$ cat config.mk
export PLATFORM = sky130hd
export DESIGN_NAME = pors_top
export DESIGN_NICKNAME = d
export VERILOG_FILES = /design/src/pors_seq_rom.v /design/src/pors_top.v
export VERILOG_INCLUDE_DIRS = /design/src
export SDC_FILE = /design/constraint.sdc
export NUM_CORES = 1
export LEC_CHECK = 0
export BUFFER_PORTS_ARGS = -buffer_cell sky130_fd_sc_hd__buf_2
export CAP_MARGIN = 40
export CORE_UTILIZATION = 45
export DETAILED_ROUTE_END_ITERATION = 16
export SYNTH_ARGS = -nofsm -noshare
export SYNTH_HDL_FRONTEND = slang
export SYNTH_SLANG_ARGS = --single-unit
$ cat constraint.sdc
create_clock -name clk -period 3.3 [get_ports clk]
set_clock_uncertainty 0.05 [all_clocks]
set_input_delay 0 -clock clk [delete_from_list [all_inputs] [get_ports clk]]
set_output_delay 0 -clock clk [all_outputs]
set_load 0.03 [all_outputs]
$ cat src/pors_consts.vh
// Purpose: Shared constants for the power-on acknowledge and reset-domain block.
// Assumes: A 100 MHz core clock and a 32768 Hz low-frequency tick derived from it.
// Notes: Offsets are APB byte addresses; every register is one aligned 32-bit word.
`ifndef PORS_CONSTS_VH
`define PORS_CONSTS_VH

// ----------------------------------------------------------------------------
// Register byte offsets
// ----------------------------------------------------------------------------
`define PORS_OFS_DEVICE_CONTROL 8'h00
`define PORS_OFS_CONFIG 8'h04
`define PORS_OFS_OFF_RESET_LEVEL 8'h08
`define PORS_OFS_INT_STATUS 8'h0c
`define PORS_OFS_INT_MASK 8'h10
`define PORS_OFS_BOOT_STATUS 8'h14
`define PORS_OFS_SWOFF_CAUSE 8'h18
`define PORS_OFS_PGOOD_MASK 8'h1c
`define PORS_OFS_STATE 8'h20
`define PORS_OFS_RES_BASE 8'h40
`define PORS_OFS_RES_LAST 8'h5c

// ----------------------------------------------------------------------------
// Field positions
// ----------------------------------------------------------------------------
`define PORS_DEVCTL_ON 0
`define PORS_CFG_REG_ACK 0
`define PORS_CFG_AUTO_ON 1
`define PORS_CFG_INT_SLEEP_MASK 2
`define PORS_OFFRST_ACK_FALL 0
`define PORS_OFFRST_TIMEOUT 1
`define PORS_CAUSE_ACK_FALL 0
`define PORS_CAUSE_TIMEOUT 1
`define PORS_I_END 15
`define PORS_I_BRANCH 14

// ----------------------------------------------------------------------------
// Reset values, reset levels and sequence layout
// ----------------------------------------------------------------------------
`define PORS_CONFIG_RST 3'h6
`define PORS_OFF_RESET_LEVEL_RST 2'h3
`define PORS_INT_MASK_RST 8'h00
`define PORS_LEVEL_POR 2'h0
`define PORS_LEVEL_HW 2'h1
`define PORS_LEVEL_SWO 2'h2
`define PORS_BANK0_BASE 7'h00
`define PORS_BANK1_BASE 7'h30
`define PORS_DOWN_OFS 7'h18

// ----------------------------------------------------------------------------
// Timing
// ----------------------------------------------------------------------------
`define PORS_CLK_HZ 100000000
`define PORS_LF_HZ 32768
`define PORS_HOLD_S 8
`define PORS_LF_DIV (`PORS_CLK_HZ / `PORS_LF_HZ)
`define PORS_HOLD_TICKS (`PORS_HOLD_S * `PORS_LF_HZ)

`endif

$ cat src/pors_seq_rom.v
// Purpose: Stored power sequence image, one 16-bit instruction per address.
// Assumes: Bank 0 spans 0x00..0x2f and bank 1 spans 0x30..0x5f.
// Notes: Instruction: bit15 end, bit14 branch on boot level, [10:8] target, [7:0] data.
`timescale 1ns/10ps
`default_nettype none

module pors_seq_rom
(
    input wire [6:0] addr,
    output reg [15:0] instr
);

    // ------------------------------------------------------------------------
    // Image contents
    // ------------------------------------------------------------------------
    // Unprogrammed words read as end so a stray jump cannot run away.
    always @*
    begin
        case (addr)
            7'h00: instr = 16'h0001;
            7'h01: instr = 16'h0411;
            7'h02: instr = 16'h4005;
            7'h03: instr = 16'h0121;
            7'h04: instr = 16'h8000;
            7'h05: instr = 16'h0122;
            7'h06: instr = 16'h8000;
            7'h18: instr = 16'h0400;
            7'h19: instr = 16'h0000;
            7'h1a: instr = 16'h8000;
            7'h30: instr = 16'h0003;
            7'h31: instr = 16'h0433;
            7'h32: instr = 16'h4005;
            7'h33: instr = 16'h0141;
            7'h34: instr = 16'h8000;
            7'h35: instr = 16'h0142;
            7'h36: instr = 16'h8000;
            7'h48: instr = 16'h0400;
            7'h49: instr = 16'h0000;
            7'h4a: instr = 16'h8000;
            default: instr = 16'h8000;
        endcase
    end

endmodule // pors_seq_rom
`default_nettype wire

$ cat src/pors_top.v
// Purpose: Power-on acknowledge, boot select, stored sequencing and reset domains.
// Assumes: All pins are synchronous to clk; resetn is the global power-on reset.
// Notes: APB slave with zero wait states; regulator analog behaviour is outside.
//
// What this block does
// - System reset held until power-up sequence completes.
// - ON request starts sequence; reset released in ACTIVE.
// - Hold mode: shut down unless acknowledged within 8s.
// - Hold pin falling edge is an OFF request.
// - Auto mode sets device-on bit at sequence end.
// - Non-auto register mode follows device-on bit like pin.
// - Boot level selects image bank and sequence selector.
// - Boot level latched at power-up end, readable.
// - Sequencer branches on boot level without altering image.
// - Sequence is an ordered series of register writes.
// - Host may overwrite settings after sequence completes.
// - Power-on reset clears all three domains.
// - Power-on domain registers survive lower resets.
// - Hardware-reset OFF request runs down sequence to OFF.
// - Hardware reset clears hardware and switch-off domains.
// - Other OFF requests clear only switch-off domain.
// - Hardware domain holds config, interrupts, low resources.
// - Switch-off domain holds device control, high resources.
// - Reset levels coded 0 power-on, 1 hardware, 2 switch-off.
// - Interrupt line low while unmasked interrupt pending.
// - Line masked in sleep by config; sources individually masked.
`timescale 1ns/10ps
`default_nettype none
`include "pors_consts.vh"

module pors_top
#(
    parameter LF_DIV = `PORS_LF_DIV,
    parameter HOLD_TICKS = `PORS_HOLD_TICKS
)
(
    input wire clk,
    input wire resetn,
    input wire [7:0] paddr,
    input wire psel,
    input wire penable,
    input wire pwrite,
    input wire [31:0] pwdata,
    output reg [31:0] prdata,
    output wire pready,
    output wire pslverr,
    input wire on_request,
    input wire hold_on_pin,
    input wire boot_sel,
    input wire sleep_req,
    input wire [7:0] irq_src,
    output reg reset_out,
    output reg int_n,
    output reg [1:0] reset_level,
    output reg hw_reset_pulse,
    output reg swo_reset_pulse,
    output reg [2:0] power_state
);

    // ------------------------------------------------------------------------
    // State codes
    // ------------------------------------------------------------------------
    localparam [2:0] ST_OFF = 3'h0;
    localparam [2:0] ST_SEQ_UP = 3'h1;
    localparam [2:0] ST_ACTIVE = 3'h2;
    localparam [2:0] ST_SLEEP = 3'h3;
    localparam [2:0] ST_SEQ_DOWN = 3'h4;

    reg [2:0] state_q, config_q;
    reg [6:0] pc_q;
    reg seq_bank_q, boot_status_q, device_on_bit_q, lf_tick_q, ack_seen_q, ack_prev_q, off_hw_q;
    reg [1:0] off_reset_level_config_q, switchoff_cause_status_q;
    reg [7:0] int_status_q, int_mask_q, pgood_mask_q;
    reg [7:0] res_hw_q [0:3], res_swo_q [0:3];
    reg [11:0] lf_cnt_q;
    reg [19:0] hold_cnt_q;
    wire [15:0] instr;
    wire ack_level, ack_fall, hold_expired, off_req, in_run;
    wire setup_ph, wr_en, addr_ok, res_hit, seq_wr;
    wire [2:0] res_idx;
    wire [6:0] bank_base;
    integer i, j;

    function [6:0] base_of;
        input bank;
        base_of = bank ? `PORS_BANK1_BASE : `PORS_BANK0_BASE;
    endfunction

    pors_seq_rom u_rom
    (
        .addr(pc_q),
        .instr(instr)
    );

    // ------------------------------------------------------------------------
    // APB decode
    // ------------------------------------------------------------------------
    assign setup_ph = psel & ~penable;
    assign wr_en = psel & penable & pwrite;
    assign res_hit = (paddr >= `PORS_OFS_RES_BASE) && (paddr <= `PORS_OFS_RES_LAST);
    assign res_idx = paddr[4:2];
    assign addr_ok = (paddr[1:0] == 2'h0) && (res_hit || (paddr <= `PORS_OFS_STATE));
    assign pready = 1'b1;
    assign pslverr = psel & penable & ~addr_ok;

    always @(posedge clk or negedge resetn)
    begin
        if (!resetn)
            prdata <= 32'h00000000;
        else if (setup_ph)
        begin
            prdata <= 32'h00000000;
            case (paddr)
                `PORS_OFS_DEVICE_CONTROL: prdata[0] <= device_on_bit_q;
                `PORS_OFS_CONFIG: prdata[2:0] <= config_q;
                `PORS_OFS_OFF_RESET_LEVEL: prdata[1:0] <= off_reset_level_config_q;
                `PORS_OFS_INT_STATUS: prdata[7:0] <= int_status_q;
                `PORS_OFS_INT_MASK: prdata[7:0] <= int_mask_q;
                `PORS_OFS_BOOT_STATUS: prdata[0] <= boot_status_q;
                `PORS_OFS_SWOFF_CAUSE: prdata[1:0] <= switchoff_cause_status_q;
                `PORS_OFS_PGOOD_MASK: prdata[7:0] <= pgood_mask_q;
                `PORS_OFS_STATE: prdata[4:0] <= {reset_level, power_state};
                default: prdata[7:0] <= !res_hit ? 8'h00
                    : res_idx[2] ? res_swo_q[res_idx[1:0]] : res_hw_q[res_idx[1:0]];
            endcase
        end
    end

    // ------------------------------------------------------------------------
    // Low-frequency tick and acknowledge window
    // ------------------------------------------------------------------------
    always @(posedge clk or negedge resetn)
    begin
        if (!resetn)
        begin
            lf_cnt_q <= 12'h000;
            lf_tick_q <= 1'b0;
        end
        else
        begin
            lf_tick_q <= (lf_cnt_q == LF_DIV[11:0] - 12'h001);
            if (lf_cnt_q == LF_DIV[11:0] - 12'h001)
                lf_cnt_q <= 12'h000;
            else
                lf_cnt_q <= lf_cnt_q + 12'h001;
        end
    end
    assign ack_level = config_q[`PORS_CFG_REG_ACK] ? device_on_bit_q : hold_on_pin;
    assign ack_fall = ack_prev_q & ~ack_level;
    assign in_run = (state_q == ST_ACTIVE) || (state_q == ST_SLEEP);
    assign hold_expired = in_run && !ack_seen_q && (hold_cnt_q >= HOLD_TICKS[19:0]);
    assign off_req = in_run && (ack_fall || hold_expired);
    always @(posedge clk or negedge resetn)
    begin
        if (!resetn)
        begin
            hold_cnt_q <= 20'h00000;
            ack_seen_q <= 1'b0;
            ack_prev_q <= 1'b0;
        end
        else
        begin
            ack_prev_q <= in_run & ack_level;
            if (!in_run)
            begin
                hold_cnt_q <= 20'h00000;
                ack_seen_q <= 1'b0;
            end
            else if (ack_level)
                ack_seen_q <= 1'b1;
            else if (!ack_seen_q && lf_tick_q && !hold_expired)
                hold_cnt_q <= hold_cnt_q + 20'h00001;
        end
    end

    // ------------------------------------------------------------------------
    // Power state machine and sequencer
    // ------------------------------------------------------------------------
    assign bank_base = base_of(seq_bank_q);
    assign seq_wr = ((state_q == ST_SEQ_UP) || (state_q == ST_SEQ_DOWN))
                    && !instr[`PORS_I_END] && !instr[`PORS_I_BRANCH];
    always @(posedge clk or negedge resetn)
    begin
        if (!resetn)
        begin
            state_q <= ST_OFF;
            pc_q <= 7'h00;
            seq_bank_q <= 1'b0;
            boot_status_q <= 1'b0;
            off_hw_q <= 1'b0;
            reset_level <= `PORS_LEVEL_POR;
            hw_reset_pulse <= 1'b0;
            swo_reset_pulse <= 1'b0;
        end
        else
        begin
            hw_reset_pulse <= 1'b0;
            swo_reset_pulse <= 1'b0;
            case (state_q)
                ST_OFF:
                begin
                    if (on_request)
                    begin
                        seq_bank_q <= boot_sel;
                        pc_q <= base_of(boot_sel);
                        state_q <= ST_SEQ_UP;
                    end
                end
                ST_SEQ_UP, ST_SEQ_DOWN:
                begin
                    if (instr[`PORS_I_END])
                    begin
                        if (state_q == ST_SEQ_UP)
                        begin
                            boot_status_q <= boot_sel;
                            state_q <= ST_ACTIVE;
                        end
                        else
                        begin
                            state_q <= ST_OFF;
                            hw_reset_pulse <= off_hw_q;
                            swo_reset_pulse <= 1'b1;
                            reset_level <= off_hw_q ? `PORS_LEVEL_HW : `PORS_LEVEL_SWO;
                        end
                    end
                    else if (instr[`PORS_I_BRANCH] && boot_sel)
                        pc_q <= bank_base + instr[6:0];
                    else
                        pc_q <= pc_q + 7'h01;
                end
                ST_ACTIVE, ST_SLEEP:
                begin
                    if (off_req)
                    begin
                        off_hw_q <= ack_fall ? off_reset_level_config_q[`PORS_OFFRST_ACK_FALL]
                                             : off_reset_level_config_q[`PORS_OFFRST_TIMEOUT];
                        pc_q <= bank_base + `PORS_DOWN_OFS;
                        state_q <= ST_SEQ_DOWN;
                    end
                    else if (state_q == ST_ACTIVE && sleep_req)
                        state_q <= ST_SLEEP;
                    else if (state_q == ST_SLEEP && !sleep_req)
                        state_q <= ST_ACTIVE;
                end
                default: state_q <= ST_OFF;
            endcase
        end
    end

    // ------------------------------------------------------------------------
    // Power-on domain: cause status and power-good mask
    // ------------------------------------------------------------------------
    // Only resetn reaches these, so the cause of the last switch-off survives.
    always @(posedge clk or negedge resetn)
    begin
        if (!resetn)
        begin
            switchoff_cause_status_q <= 2'h0;
            pgood_mask_q <= 8'h00;
        end
        else
        begin
            switchoff_cause_status_q <= (switchoff_cause_status_q
                & ~((wr_en && paddr == `PORS_OFS_SWOFF_CAUSE) ? pwdata[1:0] : 2'h0))
                | {off_req & hold_expired, off_req & ack_fall};
            if (wr_en && paddr == `PORS_OFS_PGOOD_MASK)
                pgood_mask_q <= pwdata[7:0];
        end
    end

    // ------------------------------------------------------------------------
    // Hardware domain: config, interrupts, resources 0..3
    // ------------------------------------------------------------------------
    always @(posedge clk or negedge resetn)
    begin
        if (!resetn)
        begin
            config_q <= `PORS_CONFIG_RST;
            off_reset_level_config_q <= `PORS_OFF_RESET_LEVEL_RST;
            int_status_q <= 8'h00;
            int_mask_q <= `PORS_INT_MASK_RST;
            for (i = 0; i < 4; i = i + 1)
                res_hw_q[i] <= 8'h00;
        end
        else if (hw_reset_pulse)
        begin
            config_q <= `PORS_CONFIG_RST;
            off_reset_level_config_q <= `PORS_OFF_RESET_LEVEL_RST;
            int_status_q <= 8'h00;
            int_mask_q <= `PORS_INT_MASK_RST;
            for (i = 0; i < 4; i = i + 1)
                res_hw_q[i] <= 8'h00;
        end
        else
        begin
            // A new event in the clearing cycle wins over the clear.
            int_status_q <= (int_status_q & ~((wr_en && paddr == `PORS_OFS_INT_STATUS) ?
                pwdata[7:0] : 8'h00)) | irq_src;
            if (wr_en && paddr == `PORS_OFS_CONFIG)
                config_q <= pwdata[2:0];
            if (wr_en && paddr == `PORS_OFS_OFF_RESET_LEVEL)
                off_reset_level_config_q <= pwdata[1:0];
            if (wr_en && paddr == `PORS_OFS_INT_MASK)
                int_mask_q <= pwdata[7:0];
            if (seq_wr && !instr[10])
                res_hw_q[instr[9:8]] <= instr[7:0];
            else if (wr_en && res_hit && !res_idx[2] && in_run)
                res_hw_q[res_idx[1:0]] <= pwdata[7:0];
        end
    end

    // ------------------------------------------------------------------------
    // Switch-off domain: device control and resources 4..7
    // ------------------------------------------------------------------------
    always @(posedge clk or negedge resetn)
    begin
        if (!resetn)
        begin
            device_on_bit_q <= 1'b0;
            for (j = 0; j < 4; j = j + 1)
                res_swo_q[j] <= 8'h00;
        end
        else if (swo_reset_pulse)
        begin
            device_on_bit_q <= 1'b0;
            for (j = 0; j < 4; j = j + 1)
                res_swo_q[j] <= 8'h00;
        end
        else
        begin
            // The hardware set at sequence end wins over a same-cycle host write.
            if (state_q == ST_SEQ_UP && instr[`PORS_I_END] && config_q[`PORS_CFG_AUTO_ON])
                device_on_bit_q <= 1'b1;
            else if (wr_en && paddr == `PORS_OFS_DEVICE_CONTROL)
                device_on_bit_q <= pwdata[`PORS_DEVCTL_ON];
            if (seq_wr && instr[10])
                res_swo_q[instr[9:8]] <= instr[7:0];
            else if (wr_en && res_hit && res_idx[2] && in_run)
                res_swo_q[res_idx[1:0]] <= pwdata[7:0];
        end
    end

    // ------------------------------------------------------------------------
    // Pins
    // ------------------------------------------------------------------------
    always @(posedge clk or negedge resetn)
    begin
        if (!resetn)
        begin
            reset_out <= 1'b0;
            int_n <= 1'b1;
            power_state <= ST_OFF;
        end
        else
        begin
            reset_out <= in_run;
            int_n <= ~((|(int_status_q & ~int_mask_q)) &&
                       !(state_q == ST_SLEEP && config_q[`PORS_CFG_INT_SLEEP_MASK]));
            power_state <= state_q;
        end
    end

endmodule // pors_top
`default_nettype wire

After elaboration in Yosys (flattened, before gate mapping)

Cells that the tools add are included.

Reduce and logical (&&, ||, !) cells: 72
Bitwise operators: 23
Order comparisons: 8
Add/sub/neg operators: 5
Equality and inequality tests: 34
$mul: 0
Shift operators: 0
Div/mod/pow operators: 0
Mux-type cells: 69

Operators by type and width:

| kind                  | number |
|---|---|
| $mux 32               | 6 |
| $pmux 16 s11          | 1 |
| $bwmux 32             | 4 |
| $mux 8                | 12 |
| $mux 20               | 3 |
| $eq 7x6->1 const B    | 5 |
| $bmux 8 s2            | 2 |
| $demux 8 s2           | 2 |
| $eq 8x5->1 const B    | 4 |
| $logic_and 1x1->1     | 32 |
| $mux 7                | 4 |
| $mux 3                | 7 |
| $pmux 7 s3            | 1 |
| $add 20x1->20 const B | 1 |
| $ge 20x19->1 const B  | 1 |
| $and 8x8->8           | 2 |
| $eq 8x4->1 const B    | 2 |
| $not 8->8             | 2 |
| $eq 7x2->1 const B    | 2 |
| $eq 7x5->1 const B    | 2 |
| $eq 7x7->1 const B    | 2 |
| $mux 1                | 13 |
| $add 12x1->12 const B | 1 |
| $eq 12x12->1 const B  | 1 |
| 50 further kinds      | 99 |

Memory bits (read-only): 0
Input port bits: 57
Output and inout bits: 43
RAM bits: 0
Memories kept: 0
Bits in latches: 0
Register bits after elaboration: 161
Word-level logic and storage cells: 243

Logic depth before layout (Yosys ltp)

Gate-level depths: netlist of run 1.

Depth in word-level cells: 11
Mapped depth: 11
Mapped depth without buffers: 11

By module

Synthesis of run 1 repeated with hierarchy kept, for this count alone.

Cell total of the unflattened synthesis: 1041
Area, all modules: 9507.9 sq um

By module, submodules not included:

| module       | cells each | instances | area an instance (sq um) |
|---|---|---|---|
| pors_top     | 1005       | 1         | 9252.6 |
| pors_seq_rom | 36         | 1         | 255.2 |

Least setup slack after synthesis of run 1

OpenSTA, ideal clock, no wires.

Path kind: reg-to-reg
Start point: register pc_q[0]
End point: register res_hw_q[17] (netlist name)
Arrival: 2620 ps
Path slack: 505 ps
Cell stages (with the launch flop): 10
Required time: 3125 ps
Setup time: 125 ps
Period minus slack after synthesis: 2795 ps
Path through: dfrtp_1 -> inv_1 -> ha_1 -> or4_4 -> o2bb2ai_1 -> and2_1 -> o21ai_4 -> mux2_4 -> buf_8 -> mux2_4

Word-level cells in the longest chain between the ends: 11

RTL lines:

| what                                                           | RTL line          | source |
|---|---|---|
| start: declaration                                             | pors_top.v:70     | `reg [6:0] pc_q;` |
| start signal: assignment                                       | pors_top.v:205    | `pc_q <= base_of(boot_sel);` |
| start signal: assignment                                       | pors_top.v:227    | `pc_q <= bank_base + instr[6:0];` |
| start signal: assignment                                       | pors_top.v:229    | `pc_q <= pc_q + 7'h01;` |
| $eq 7x5->1, or another cell as far along                       | pors_seq_rom.v:19 | `case (addr)` |
| $reduce_or 2->1 (no source line)                               | -                 |  |
| $pmux 16 s11 (*)                                               | pors_seq_rom.v:19 |  |
| $not 2->3 (not written as such)                                | pors_top.v:306    | `res_hw_q[instr[9:8]] <= instr[7:0];` |
| $ge 3x3->1 (not written as such) or $lt 3x1->1 (tied branches) | pors_top.v:306    |  |
| $logic_and 1x1->1 (not written as such)                        | pors_top.v:306    |  |
| $mux 8 (not written as such)                                   | pors_top.v:306    |  |
| $demux 8 s2                                                    | pors_top.v:306    |  |
| $bwmux 32                                                      | pors_top.v:306    |  |
| $mux 32                                                        | pors_top.v:305    | `if (seq_wr && !instr[10])` |
| $mux 32                                                        | pors_top.v:285    | `else if (hw_reset_pulse)` |
| end signal: indexed assignment                                 | pors_top.v:306    |  |
| end signal: indexed assignment                                 | pors_top.v:308    | `res_hw_q[res_idx[1:0]] <= pwdata[7:0];` |
| end: declaration                                               | pors_top.v:74     | `reg [7:0] res_hw_q [0:3], res_swo_q [0:3];` |

Mark *: on every way between the ends. The rest lies on a longest branch, timed or not.
A chain may end at the register's enable or synchronous reset.

Final worst setup path of run 1

Start point: register pc_q[1]
End point: register pc_q[5]

Word-level cells in the longest chain between the ends: 7

RTL lines:

| what                                             | RTL line                       | source |
|---|---|---|
| $eq 7x5->1, or another cell as far along         | pors_seq_rom.v:19              |  |
| $reduce_or 2->1 (no source line)                 | -                              |  |
| $pmux 16 s11                                     | pors_seq_rom.v:19              |  |
| $add 6x7->7 or $logic_and 1x1->1 (tied branches) | pors_top.v:227, pors_top.v:226 |  |
| $mux 7                                           | pors_top.v:226                 | `` else if (instr[`PORS_I_BRANCH] && boot_sel) `` |
| $mux 7                                           | pors_top.v:211                 | `` if (instr[`PORS_I_END]) `` |
| $pmux 7 s3                                       | pors_top.v:199                 | `case (state_q)` |

Parallel ways exist; a longest one is shown, timed or not. The select of a mux whose other input is x is not followed.

==> impl_metrics.yaml, run 1 <==
hold_path:
  hold_path_depth: 4
  hold_path_class: "primary input to flip-flop"
synth:
  synth.lib_cells_used.distinct: 85
  synth_edf_count: 0
  synth_area_per_cell_sq_um: 9.81
  yosysSeqAreaShare_pct: 45.7
  ys_top_cells_by_area: "sky130_fd_sc_hd__dfrtp_1 (44%), sky130_fd_sc_hd__mux4_2 (4.6%), sky130_fd_sc_hd__mux2i_1 (4.2%)"
  leading_area_contributor_after_synthesis: "sky130_fd_sc_hd__dfrtp_1"
  ys_top_cells_by_count: "sky130_fd_sc_hd__dfrtp_1 (156), sky130_fd_sc_hd__nor2_1 (97), sky130_fd_sc_hd__nand2_1 (96)"
  synthDominantCellAreaShare_pct: 44.2
  synthArstFlopShare_pct: 100
  post_synth_instance_area_sq_um: 8830
  yosys_warnings: 0
  ys.flop_type: "sky130_fd_sc_hd__dfrtp_1"
  yosys_register_bits: 161
  cell_count_after_synthesis: 901
  yosysMostFrequentCell: "sky130_fd_sc_hd__dfrtp_1"
power:
  max-vdd-ir-drop_v: 0.000429
  sw_frac_of_total_pct: 35.5
  pwr_density_cell_nw_per_um2: 621
  total_power_mw: 6.26
  leakage_nw: 4.57
  comb_power_share_pct: 29.4
  seq_power_share_pct: 39.8
  p_switching_mw: 2.22
  internal_cell_power_mw: 4.03
  share_clk_of_total_power_pct: 30.8
grt:
  overflow: 0
  grt_usage_pct: 23.0
  global_route_wire_length_before_repair_microns: 35400
  grt_antenna_before_repair: 0
  grt_pass1_vias: 6441
  grt_start_max_net_pins: 89
clock_network:
  h-tree-depth: 4
  tritoncts: "yes"
  cts_buffers: 17
  clock_sink_count: 161
  worstSkewPairLatency_ps: 430
  cts.reportedPaths.clkPinSlew_ps: 60
  cts-resized-gates: 0
  cts_buffer_depth: 2
  clk_root_buffer_cell: "sky130_fd_sc_hd__clkbuf_16"
final_layout:
  fillCellCount: 1743
  final_area_sq_um: 10100
  fin_cells: 1237
  antenna_cells_inserted: 0
  final_layout_size_suffix_gt1_share_pct: 18.1
  area_delta_synth_final_pct: 14.1
  final_core_utilization_pct: 53.2
  final_nets: 1030
floorplanning:
  initial_core_util_pct: 46.6
  die_w_microns: 142
  die-height_microns: 142
  io_pins: 100
  core_sq_um: 19000
  placementRows: 50
  dieArea_sq_um: 20200
drt:
  detailedRoute.firstPassIterationCount: 5
  max_layer_used: "met4"
  route.vias.total: 6780
  detail_route.iter0.violations: 385
  met2_wirelength_microns: 10800
  met3RoutedLength_microns: 849
  detail_route.wirelength.met1_microns: 10300
  routed_wirelength_microns: 22200
  antenna_violating_nets_post_route: 0
  routed_via_density: 5.48
  drc: 0
  routed_wire_length_per_instance_microns: 17.9
worst_setup_path:
  ff2ff_path_depth: 11
  worst-setup-path-type: "flip-flop to flip-flop"
  worst_setup_sp_type: "flip-flop"
  critPathRequiredTime_ps: 3550
  end_kind: "flip-flop"
  critical_path_arrival_ps: 3220
  worst-path-max-fanout: 7
timing:
  timing.fmax_ghz: 0.337
  hold_viol: 0
  fin_hold_ws_ps: 78.7
  final.period_utilization_pct: 89.9
  fin_tns_setup_ps: 0
  setup-violations-final: 0
  final.min_clock_period_ps: 2970
  final_critical_path_setup_slack_ps: 333
  tightest_slew_ps: 921
  final_max_slew_viol_count: 0
  rsz0062_at_grt: "no"
  max-slew-margin-rel_pct: 37.9
placement:
  post-place-cells: 1178
  placement.setup.worst_slack_ps: 329
  gp_congestion: 0.845
  dpl-instance-area_sq_um: 9240
  place.port_buffers: 50
  place_hpwl_microns: 15100
job:
  timing.max_cap.violations: 0
outcome:
  outcome: "complete, no violations"
-- area by class of cell --
class | instances | area (sq um) | area share [%]
Clock buffer | 20 | 447 | 4.43
Clock inverter | 12 | 124 | 1.23
Inverter | 34 | 128 | 1.27
Multi-Input combinational cell | 649 | 4310 | 42.7
Sequential cell | 161 | 4040 | 40.0
Tap cell | 260 | 325 | 3.23
Timing Repair Buffer | 101 | 717 | 7.11
-- per-layer routing --
metal  GRT usage, %  up-vias
met1           31.7     3359
li1               -     3254
met2           37.4      149
met4           5.94        0
met3           4.21       18
met5              0        -
-- layout by cell type (no fill, tap or decap), types with 7 or more instances in the layout --
| cell type | instances |
|---|---|
| sky130_fd_sc_hd__a21oi_1 | 65 |
| sky130_fd_sc_hd__nor2_1 | 97 |
| sky130_fd_sc_hd__clkbuf_16 | 17 |
| sky130_fd_sc_hd__mux2i_1 | 37 |
| sky130_fd_sc_hd__ha_1 | 8 |
| sky130_fd_sc_hd__o21ai_0 | 37 |
| sky130_fd_sc_hd__xor2_1 | 14 |
| sky130_fd_sc_hd__nand3_1 | 40 |
| sky130_fd_sc_hd__nand4_1 | 9 |
| sky130_fd_sc_hd__inv_1 | 33 |
| sky130_fd_sc_hd__nor2b_1 | 9 |
| sky130_fd_sc_hd__a31oi_1 | 8 |
| sky130_fd_sc_hd__buf_2 | 50 |
| sky130_fd_sc_hd__and2_1 | 7 |
| sky130_fd_sc_hd__xnor2_1 | 16 |
| sky130_fd_sc_hd__conb_1 | 25 |
| sky130_fd_sc_hd__dlygate4sd3_1 | 27 |
| sky130_fd_sc_hd__mux2_2 | 13 |
| sky130_fd_sc_hd__buf_4 | 22 |
| sky130_fd_sc_hd__mux2_4 | 7 |
| sky130_fd_sc_hd__and3_1 | 23 |
| sky130_fd_sc_hd__nand2_1 | 96 |
| sky130_fd_sc_hd__nor3_1 | 12 |
| sky130_fd_sc_hd__dfrtp_1 | 156 |
| sky130_fd_sc_hd__mux4_2 | 18 |
-- registers in the layout (all words and copies together) (netlist names), 7 cells and up --
register and flops:
hold_cnt_q 20, pgood_mask_q 8, res_swo_q 32, lf_cnt_q 12
pc_q 7, res_hw_q 32, int_mask_q 8, prdata 8
int_status_q 8
-- critical path, stage by stage (launching register included) --
cell	delay, ps
sky130_fd_sc_hd__dfrtp_1	420
sky130_fd_sc_hd__inv_1	100
sky130_fd_sc_hd__ha_1	260
sky130_fd_sc_hd__or4b_4	520
sky130_fd_sc_hd__nor2_1	210
sky130_fd_sc_hd__ha_1	170
sky130_fd_sc_hd__inv_1	40
sky130_fd_sc_hd__fa_1	480
sky130_fd_sc_hd__nor3_1	50
sky130_fd_sc_hd__o21ai_0	160
sky130_fd_sc_hd__o21ai_0	100
sky130_fd_sc_hd__mux2_1	280
-- path summary, 6_finish.rpt --
| path | startpoint | end | slack (ps) |
|---|---|---|---|
| max | pc_q[1] | pc_q[5] | 330 |
| min | on_request | state_q[0] | 80 |
| max reg2reg | pc_q[1] | pc_q[5] | 330 |
| min reg2reg | prdata[7] | prdata[7] | 420 |
| max in group asynchronous | resetn | res_swo_q[10] | 2120 |
| min in group asynchronous | resetn | prdata[3] | 150 |
-- cells by family (layout without fill, tap and decap cells) --
| family | Yosys count | in the layout | share of synthesized area (%) |
|---|---|---|---|
| buf+inv | 114 | 167 | 6.53 |
| fa+ha+maj | 9 | 9 | 1.36 |
| other cells | 2 | 25 | 0.0850 |
| simple gates | 338 | 338 | 18.9 |
| compound gates | 171 | 171 | 12.7 |
| flops | 161 | 161 | 45.7 |
| mux | 76 | 76 | 11.8 |
| xor+xnor | 30 | 30 | 2.97 |
-- power by group through the flow --
stage | clock network, mW | logic, mW | registers (mW)
finish | 1.93 | 1.84 | 2.49
global route | 2.05 | 2.03 | 2.52
CTS | 1.97 | 1.85 | 2.48
detailed placement | 0 | 1.81 | 2.52
global placement | 0 | 1.79 | 2.51
floorplan | 0 | 1.41 | 2.45
-- timing repair --
action	CTS	global route
buffers inserted	0	0
hold buffers	27	0
setup endpoints to repair	0	0
hold endpoints to repair	155	0
No activity file was read; power rests on OpenSTA's default activity.
==> run 2: changes to the inputs <==
Clock period 3.3 ns to 2.8 ns, I/O delays scaled along.
==> run 2 against run 1 <==
Against the previous run: first-iteration DRC count rose by 2.3%; die area unchanged; cell count is 2.2% higher; cell area rose by 2.6%; combinational power increased by 32%; critical path depth fell by 2; global-route usage up 0.57 points; fmax rose by 9.8%; critical path type unchanged; critical endpoint is now res_hw_q[23]; largest power group unchanged.
==> impl_metrics.yaml, run 2 (synthesis gave the netlist of run 1 again) <==
outcome:
  outcome: "complete, no violations"
worst_setup_path:
  critical_path.most_common_cell: "sky130_fd_sc_hd__mux2_4"
  worst-path-max-fanout: 7
  critical_path_cell_by_cell: "inv_2 -> ha_1 -> buf_4 -> or4_4 -> o2bb2ai_1 -> and2_4 -> o21ai_4 -> mux2_4 -> mux2_4"
  critPathRequiredTime_ps: 3060
  end_kind: "flip-flop"
  timing.critical_path.buf_inv: 2
  critical_path_arrival_ps: 2960
  critPathMaxStageDelay_ps: 480
  worst_setup_sp_type: "flip-flop"
  cpLargestDelayFamily: "multiplexers"
  worst-setup-path-type: "flip-flop to flip-flop"
  cpMaxStageDelayCell: "sky130_fd_sc_hd__or4_4"
placement:
  place.port_buffers: 50
  gp_congestion: 0.841
  post-place-cells: 1201
  place_hpwl_microns: 15600
timing:
  setup-violations-final: 0
  final_max_slew_viol_count: 0
  max-slew-margin-rel_pct: 43.0
  final.period_utilization_pct: 96.5
  timing.fmax_ghz: 0.370
  tightest_slew_ps: 847
  hold_viol: 0
  final.min_clock_period_ps: 2700
  rsz0062_at_grt: "no"
  fin_tns_setup_ps: 0
  fin_hold_ws_ps: 54.2
power:
  leakage_nw: 4.72
  max-vdd-ir-drop_v: 0.000446
  pwr_density_cell_nw_per_um2: 741
  total_power_mw: 7.66
hold_path:
  hold_path_class: "primary input to flip-flop"
drt:
  antenna_violating_nets_post_route: 0
  routed_wire_length_per_instance_microns: 17.7
  route.vias.total: 6929
  routed_wirelength_microns: 22400
  detail_route.iter0.violations: 394
  drc: 0
  routed_via_density: 5.48
  detailedRoute.firstPassIterationCount: 5
final_layout:
  layout_top_registers: "res_hw_q x32, res_swo_q x32, hold_cnt_q x20"
  mostFrequentLayoutCell: "sky130_fd_sc_hd__dfrtp_1"
  fillCellCount: 1795
  final_layout_size_suffix_gt1_share_pct: 20.5
  area_delta_synth_final_pct: 17.1
  multi_input_comb_area_sq_um: 4330
  fin_cells: 1264
  layout_common_cells: "sky130_fd_sc_hd__dfrtp_1 (156), sky130_fd_sc_hd__nand2_1 (96), sky130_fd_sc_hd__nor2_1 (95)"
  seq_area_sq_um: 4040
  final_nets: 1057
  antenna_cells_inserted: 0
grt:
  overflow: 0
  grt_antenna_before_repair: 0
  global_route_wire_length_before_repair_microns: 36500
  grt_start_max_net_pins: 76
  grt_pass1_vias: 6798
  grt_usage_pct: 23.6
floorplanning:
  die_w_microns: 142
  initial_core_util_pct: 46.6
  dieArea_sq_um: 20200
  core_sq_um: 19000
  io_pins: 100
  die-height_microns: 142
  placementRows: 50
clock_network:
  cts.reportedPaths.clkPinSlew_ps: 60
  h-tree-depth: 4
  worstSkewPairLatency_ps: 430
  tritoncts: "yes"
  cts_buffers: 17
  clk_root_buffer_cell: "sky130_fd_sc_hd__clkbuf_16"
  cts_buffer_depth: 2
  clock_sink_count: 161
job:
  timing.max_cap.violations: 0
-- run 2: cell count changes in the layout (fill, tap and decap cells not counted), moves of 2 or more --
cell | previous run | this run
sky130_fd_sc_hd__clkbuf_8 | 1 | 3
sky130_fd_sc_hd__buf_4 | 22 | 48
sky130_fd_sc_hd__nor2_1 | 97 | 95
sky130_fd_sc_hd__and2_4 | 0 | 2
sky130_fd_sc_hd__clkinvlp_4 | 1 | 3
sky130_fd_sc_hd__dlygate4sd3_1 | 27 | 29
sky130_fd_sc_hd__clkinv_4 | 4 | 1
-- run 2: stage by stage --
| stage | cell area [sq um] | utilization (%) | worst slack (ps) |
|---|---|---|---|
| 2_1_floorplan | 8920 | - | 5.19 |
| 3_3_place_gp | 9420 | 49.7 | 65.9 |
| 3_5_place_dp | 9420 | 49.7 | -13.7 |
| 4_1_cts | 10300 | 54.4 | 7.84 |
| 5_1_grt | 10300 | 54.6 | 14.4 |
| 6_report | 10300 | 54.6 | 99.2 |
-- run 2: final cells by class --
| type | instances | share of cell area (%) |
|---|---|---|
| clock buffers | 22 | 4.59 |
| clock inverters | 10 | 1.19 |
| inverters | 34 | 1.23 |
| multi-input cells | 649 | 41.9 |
| flip-flops and latches | 161 | 39.0 |
| well taps | 260 | 3.15 |
| repair buffers | 128 | 8.96 |
-- run 2: per-layer routing --
metal  up-vias  global-route usage (%)  share of wire, %
met5         -                       0                 0
met1      3470                    31.4                45
met2       140                    39.0                49
met4         0                    6.85               1.4
met3        23                    4.61               4.3
li1       3296                       -                 -
-- run 2: worst register-to-register path: cells and delay by family (launching register included) --
kind,cells,cell delay (ps)
fa+ha+maj,1,180
compound gates,2,340
mux,2,700
buf+inv,2,210
flops,1,430
simple gates,2,690
-- run 2: what timing repair did --
| action | 4_1_cts | 5_1_grt |
|---|---|---|
| endpoints found under the setup margin | 7 | 20 |
| hold buffers | 29 | 0 |
| pin swaps | 0 | 2 |
| buffers inserted | 1 | 1 |
| gates resized for setup | 1 | 8 |
| hold endpoints to repair | 145 | 0 |
| gates cloned | 0 | 0 |
-- run 2: power by group --
part,internal (mW),switching (mW)
clock,1.39,0.968
sequential,2.65,0.240
combinational,0.991,1.43
total,5.03,2.63
-- run 2: worst paths after layout --
path / depth (start not counted) / end / start / slack [ps]
max reg2reg: 9 / res_hw_q[23] / pc_q[1] / 100
max: 9 / res_hw_q[23] / pc_q[1] / 100
min reg2reg: 2 / prdata[7] / prdata[7] / 430
max in group asynchronous: 3 / res_hw_q[26] / resetn / 1730
min in group asynchronous: 2 / prdata[6] / resetn / 120
min: 4 / state_q[0] / on_request / 50
==> run 3: changes to the inputs <==
Settings changed: BUFFER_PORTS_ARGS -buffer_cell sky130_fd_sc_hd__buf_2 to unset, DONT_BUFFER_PORTS set to 1, MAX_ROUTING_LAYER set to met4.
==> run 3 against run 2 <==
Against the previous run: the flow now finishes with violations (negative hold slack); cell count shrank 4.1%; sequential share of layout area is 0.97 points higher; die area unchanged; critical path depth decreased by 2; wire length increased by 3.5%; worst hold slack worse by 840 ps; sequential power increased by 3%.
==> impl_metrics.yaml, run 3 (synthesis gave the netlist of run 1 again) <==
outcome:
  outcome: "complete, but fails checks"
  violations: "negative hold slack"
drt:
  detail_route.iter0.violations: 413
  routed_wirelength_microns: 23200
  detailedRoute.firstPassIterationCount: 5
  routed_wire_length_per_instance_microns: 19.1
  antenna_violating_nets_post_route: 0
  routed_via_density: 5.60
  route.vias.total: 6783
  drc: 0
timing:
  fin_hold_ws_ps: -789
  timing.fmax_ghz: 0.367
  tightest_slew_ps: 888
  final_max_slew_viol_count: 0
  setup-violations-final: 0
  fin_tns_setup_ps: 0
  final.min_clock_period_ps: 2730
  max-slew-margin-rel_pct: 40.6
  final.period_utilization_pct: 97.3
  hold_viol: 161
  rsz0062_at_grt: "yes"
clock_network:
  clock_sink_count: 161
  worstSkewPairLatency_ps: 430
  tritoncts: "yes"
  cts.reportedPaths.clkPinSlew_ps: 70
  h-tree-depth: 4
  cts_buffers: 17
  cts_buffer_depth: 2
  hold_buffers: 33
  clk_root_buffer_cell: "sky130_fd_sc_hd__clkbuf_16"
job:
  timing.max_cap.violations: 0
hold_path:
  hold_path_class: "primary input to asynchronous set/reset pin"
grt:
  overflow: 0
  grt_start_max_net_pins: 162
  grt_antenna_before_repair: 1
  grt_pass1_vias: 6648
  grt_usage_pct: 25.2
  global_route_wire_length_before_repair_microns: 37300
worst_setup_path:
  cpLargestDelayFamily: "simple AND/OR/NAND/NOR gates"
  end_kind: "flip-flop"
  r2r_setup_slack_ps: 70
  ff2ff_path_depth: 7
  cpMaxStageDelayCell: "sky130_fd_sc_hd__or4_4"
  end_of_the_worst_register_to_register_path: "res_hw_q[19]"
  critical_path_arrival_ps: 2990
  regToRegStartpoint: "pc_q[0]"
  critPathMaxStageDelay_ps: 550
  worst_setup_sp_type: "flip-flop"
  critical_path_cell_by_cell: "ha_1 -> or4_4 -> o2bb2ai_1 -> and2_2 -> o21ai_4 -> mux2_4 -> mux2_4"
  timing.critical_path.buf_inv: 0
  worst-setup-path-type: "flip-flop to flip-flop"
  critPathRequiredTime_ps: 3060
  critical_path.most_common_cell: "sky130_fd_sc_hd__mux2_4"
  worst-path-max-fanout: 8
power:
  pwr_density_cell_nw_per_um2: 762
  max-vdd-ir-drop_v: 0.000442
  total_power_mw: 7.69
  leakage_nw: 4.49
final_layout:
  area_delta_synth_final_pct: 14.2
  layout_common_cells: "sky130_fd_sc_hd__dfrtp_1 (155), sky130_fd_sc_hd__nand2_1 (96), sky130_fd_sc_hd__nor2_1 (95)"
  fillCellCount: 1719
  final_layout_size_suffix_gt1_share_pct: 16.0
  final_nets: 1005
  mostFrequentLayoutCell: "sky130_fd_sc_hd__dfrtp_1"
  layout_top_registers: "res_hw_q x32, res_swo_q x32, hold_cnt_q x20"
floorplanning:
  die-height_microns: 142
  initial_core_util_pct: 46.6
  dieArea_sq_um: 20200
  die_w_microns: 142
  placementRows: 50
  core_sq_um: 19000
  io_pins: 100
placement:
  place.port_buffers: 0
  gp_congestion: 0.862
  place_hpwl_microns: 15100
## run 3: cell types whose count changed in the layout (fill, tap and decap cells not counted), sizes merged, moves of 2 or more
cell / delta
buf: -56
bufinv: +2
dlygate4sd3: +4
clkbuf: -3
clkinv: +2
## run 3: layout make-up
type / instances / area (sq um) / share of cell area (%)
antenna: 1 / 2.50 / 0.0248
sequential: 161 / 4040 / 40.0
multi-input combinational: 649 / 4330 / 42.9
tap: 260 / 325 / 3.22
clock inverter: 12 / 183 / 1.81
clock buffer: 19 / 443 / 4.39
timing repair buffer: 76 / 651 / 6.45
inverter: 34 / 128 / 1.26
## run 3: worst max-delay path by stage
stage | startpoint | endpoint | cells past startpoint
floorplan | pc_q[0] | res_hw_q[17] | 9
global placement | pc_q[1] | pc_q[5] | 11
detailed placement | pc_q[1] | pc_q[5] | 11
CTS | pc_q[1] | pc_q[5] | 11
global route | pc_q[1] | pc_q[4] | 10
finish | pc_q[0] | res_hw_q[19] | 7
## run 3: timing repair
item	CTS	global route
endpoints found under the setup margin	0	17
endpoints found under the hold margin	271	161
setup buffers	0	1
resized for setup	0	8
## run 3: power breakdown
group,internal [mW],switching [mW]
combinational,0.953,1.24
clock,1.52,0.999
sequential,2.64,0.329
total,5.12,2.57
## run 3: layer usage
| metal | routed length [microns] | global-route usage (%) |
|---|---|---|
| met1 | 10400 | 32.6 |
| met2 | 10900 | 39.1 |
| met3 | 1310 | 5.45 |
| met4 | 606 | 8.89 |
| met5 | 0 | - |
## run 3: metrics by stage
stage / hold WS (ps) / worst slack [ps] / std cells / utilization, % / instance area (sq um)
floorplan: -346 / 5.19 / 924 / - / 8920
global placement: -342 / 64.7 / 1145 / 48.0 / 9110
detailed placement: -342 / 23.1 / 1146 / 48.1 / 9110
CTS: -805 / 4.20 / 1210 / 53.1 / 10100
global route: -815 / -15.1 / 1212 / 53.2 / 10100
finish: -789 / 74.7 / 1212 / 53.2 / 10100
## run 3: worst reg2reg max path: cells and delay by family (launching register included)
kind / cells / cell delay [ps]
simple gates: 2 / 820
mux: 2 / 720
flops: 1 / 410
compound gates: 2 / 330
fa+ha+maj: 1 / 280
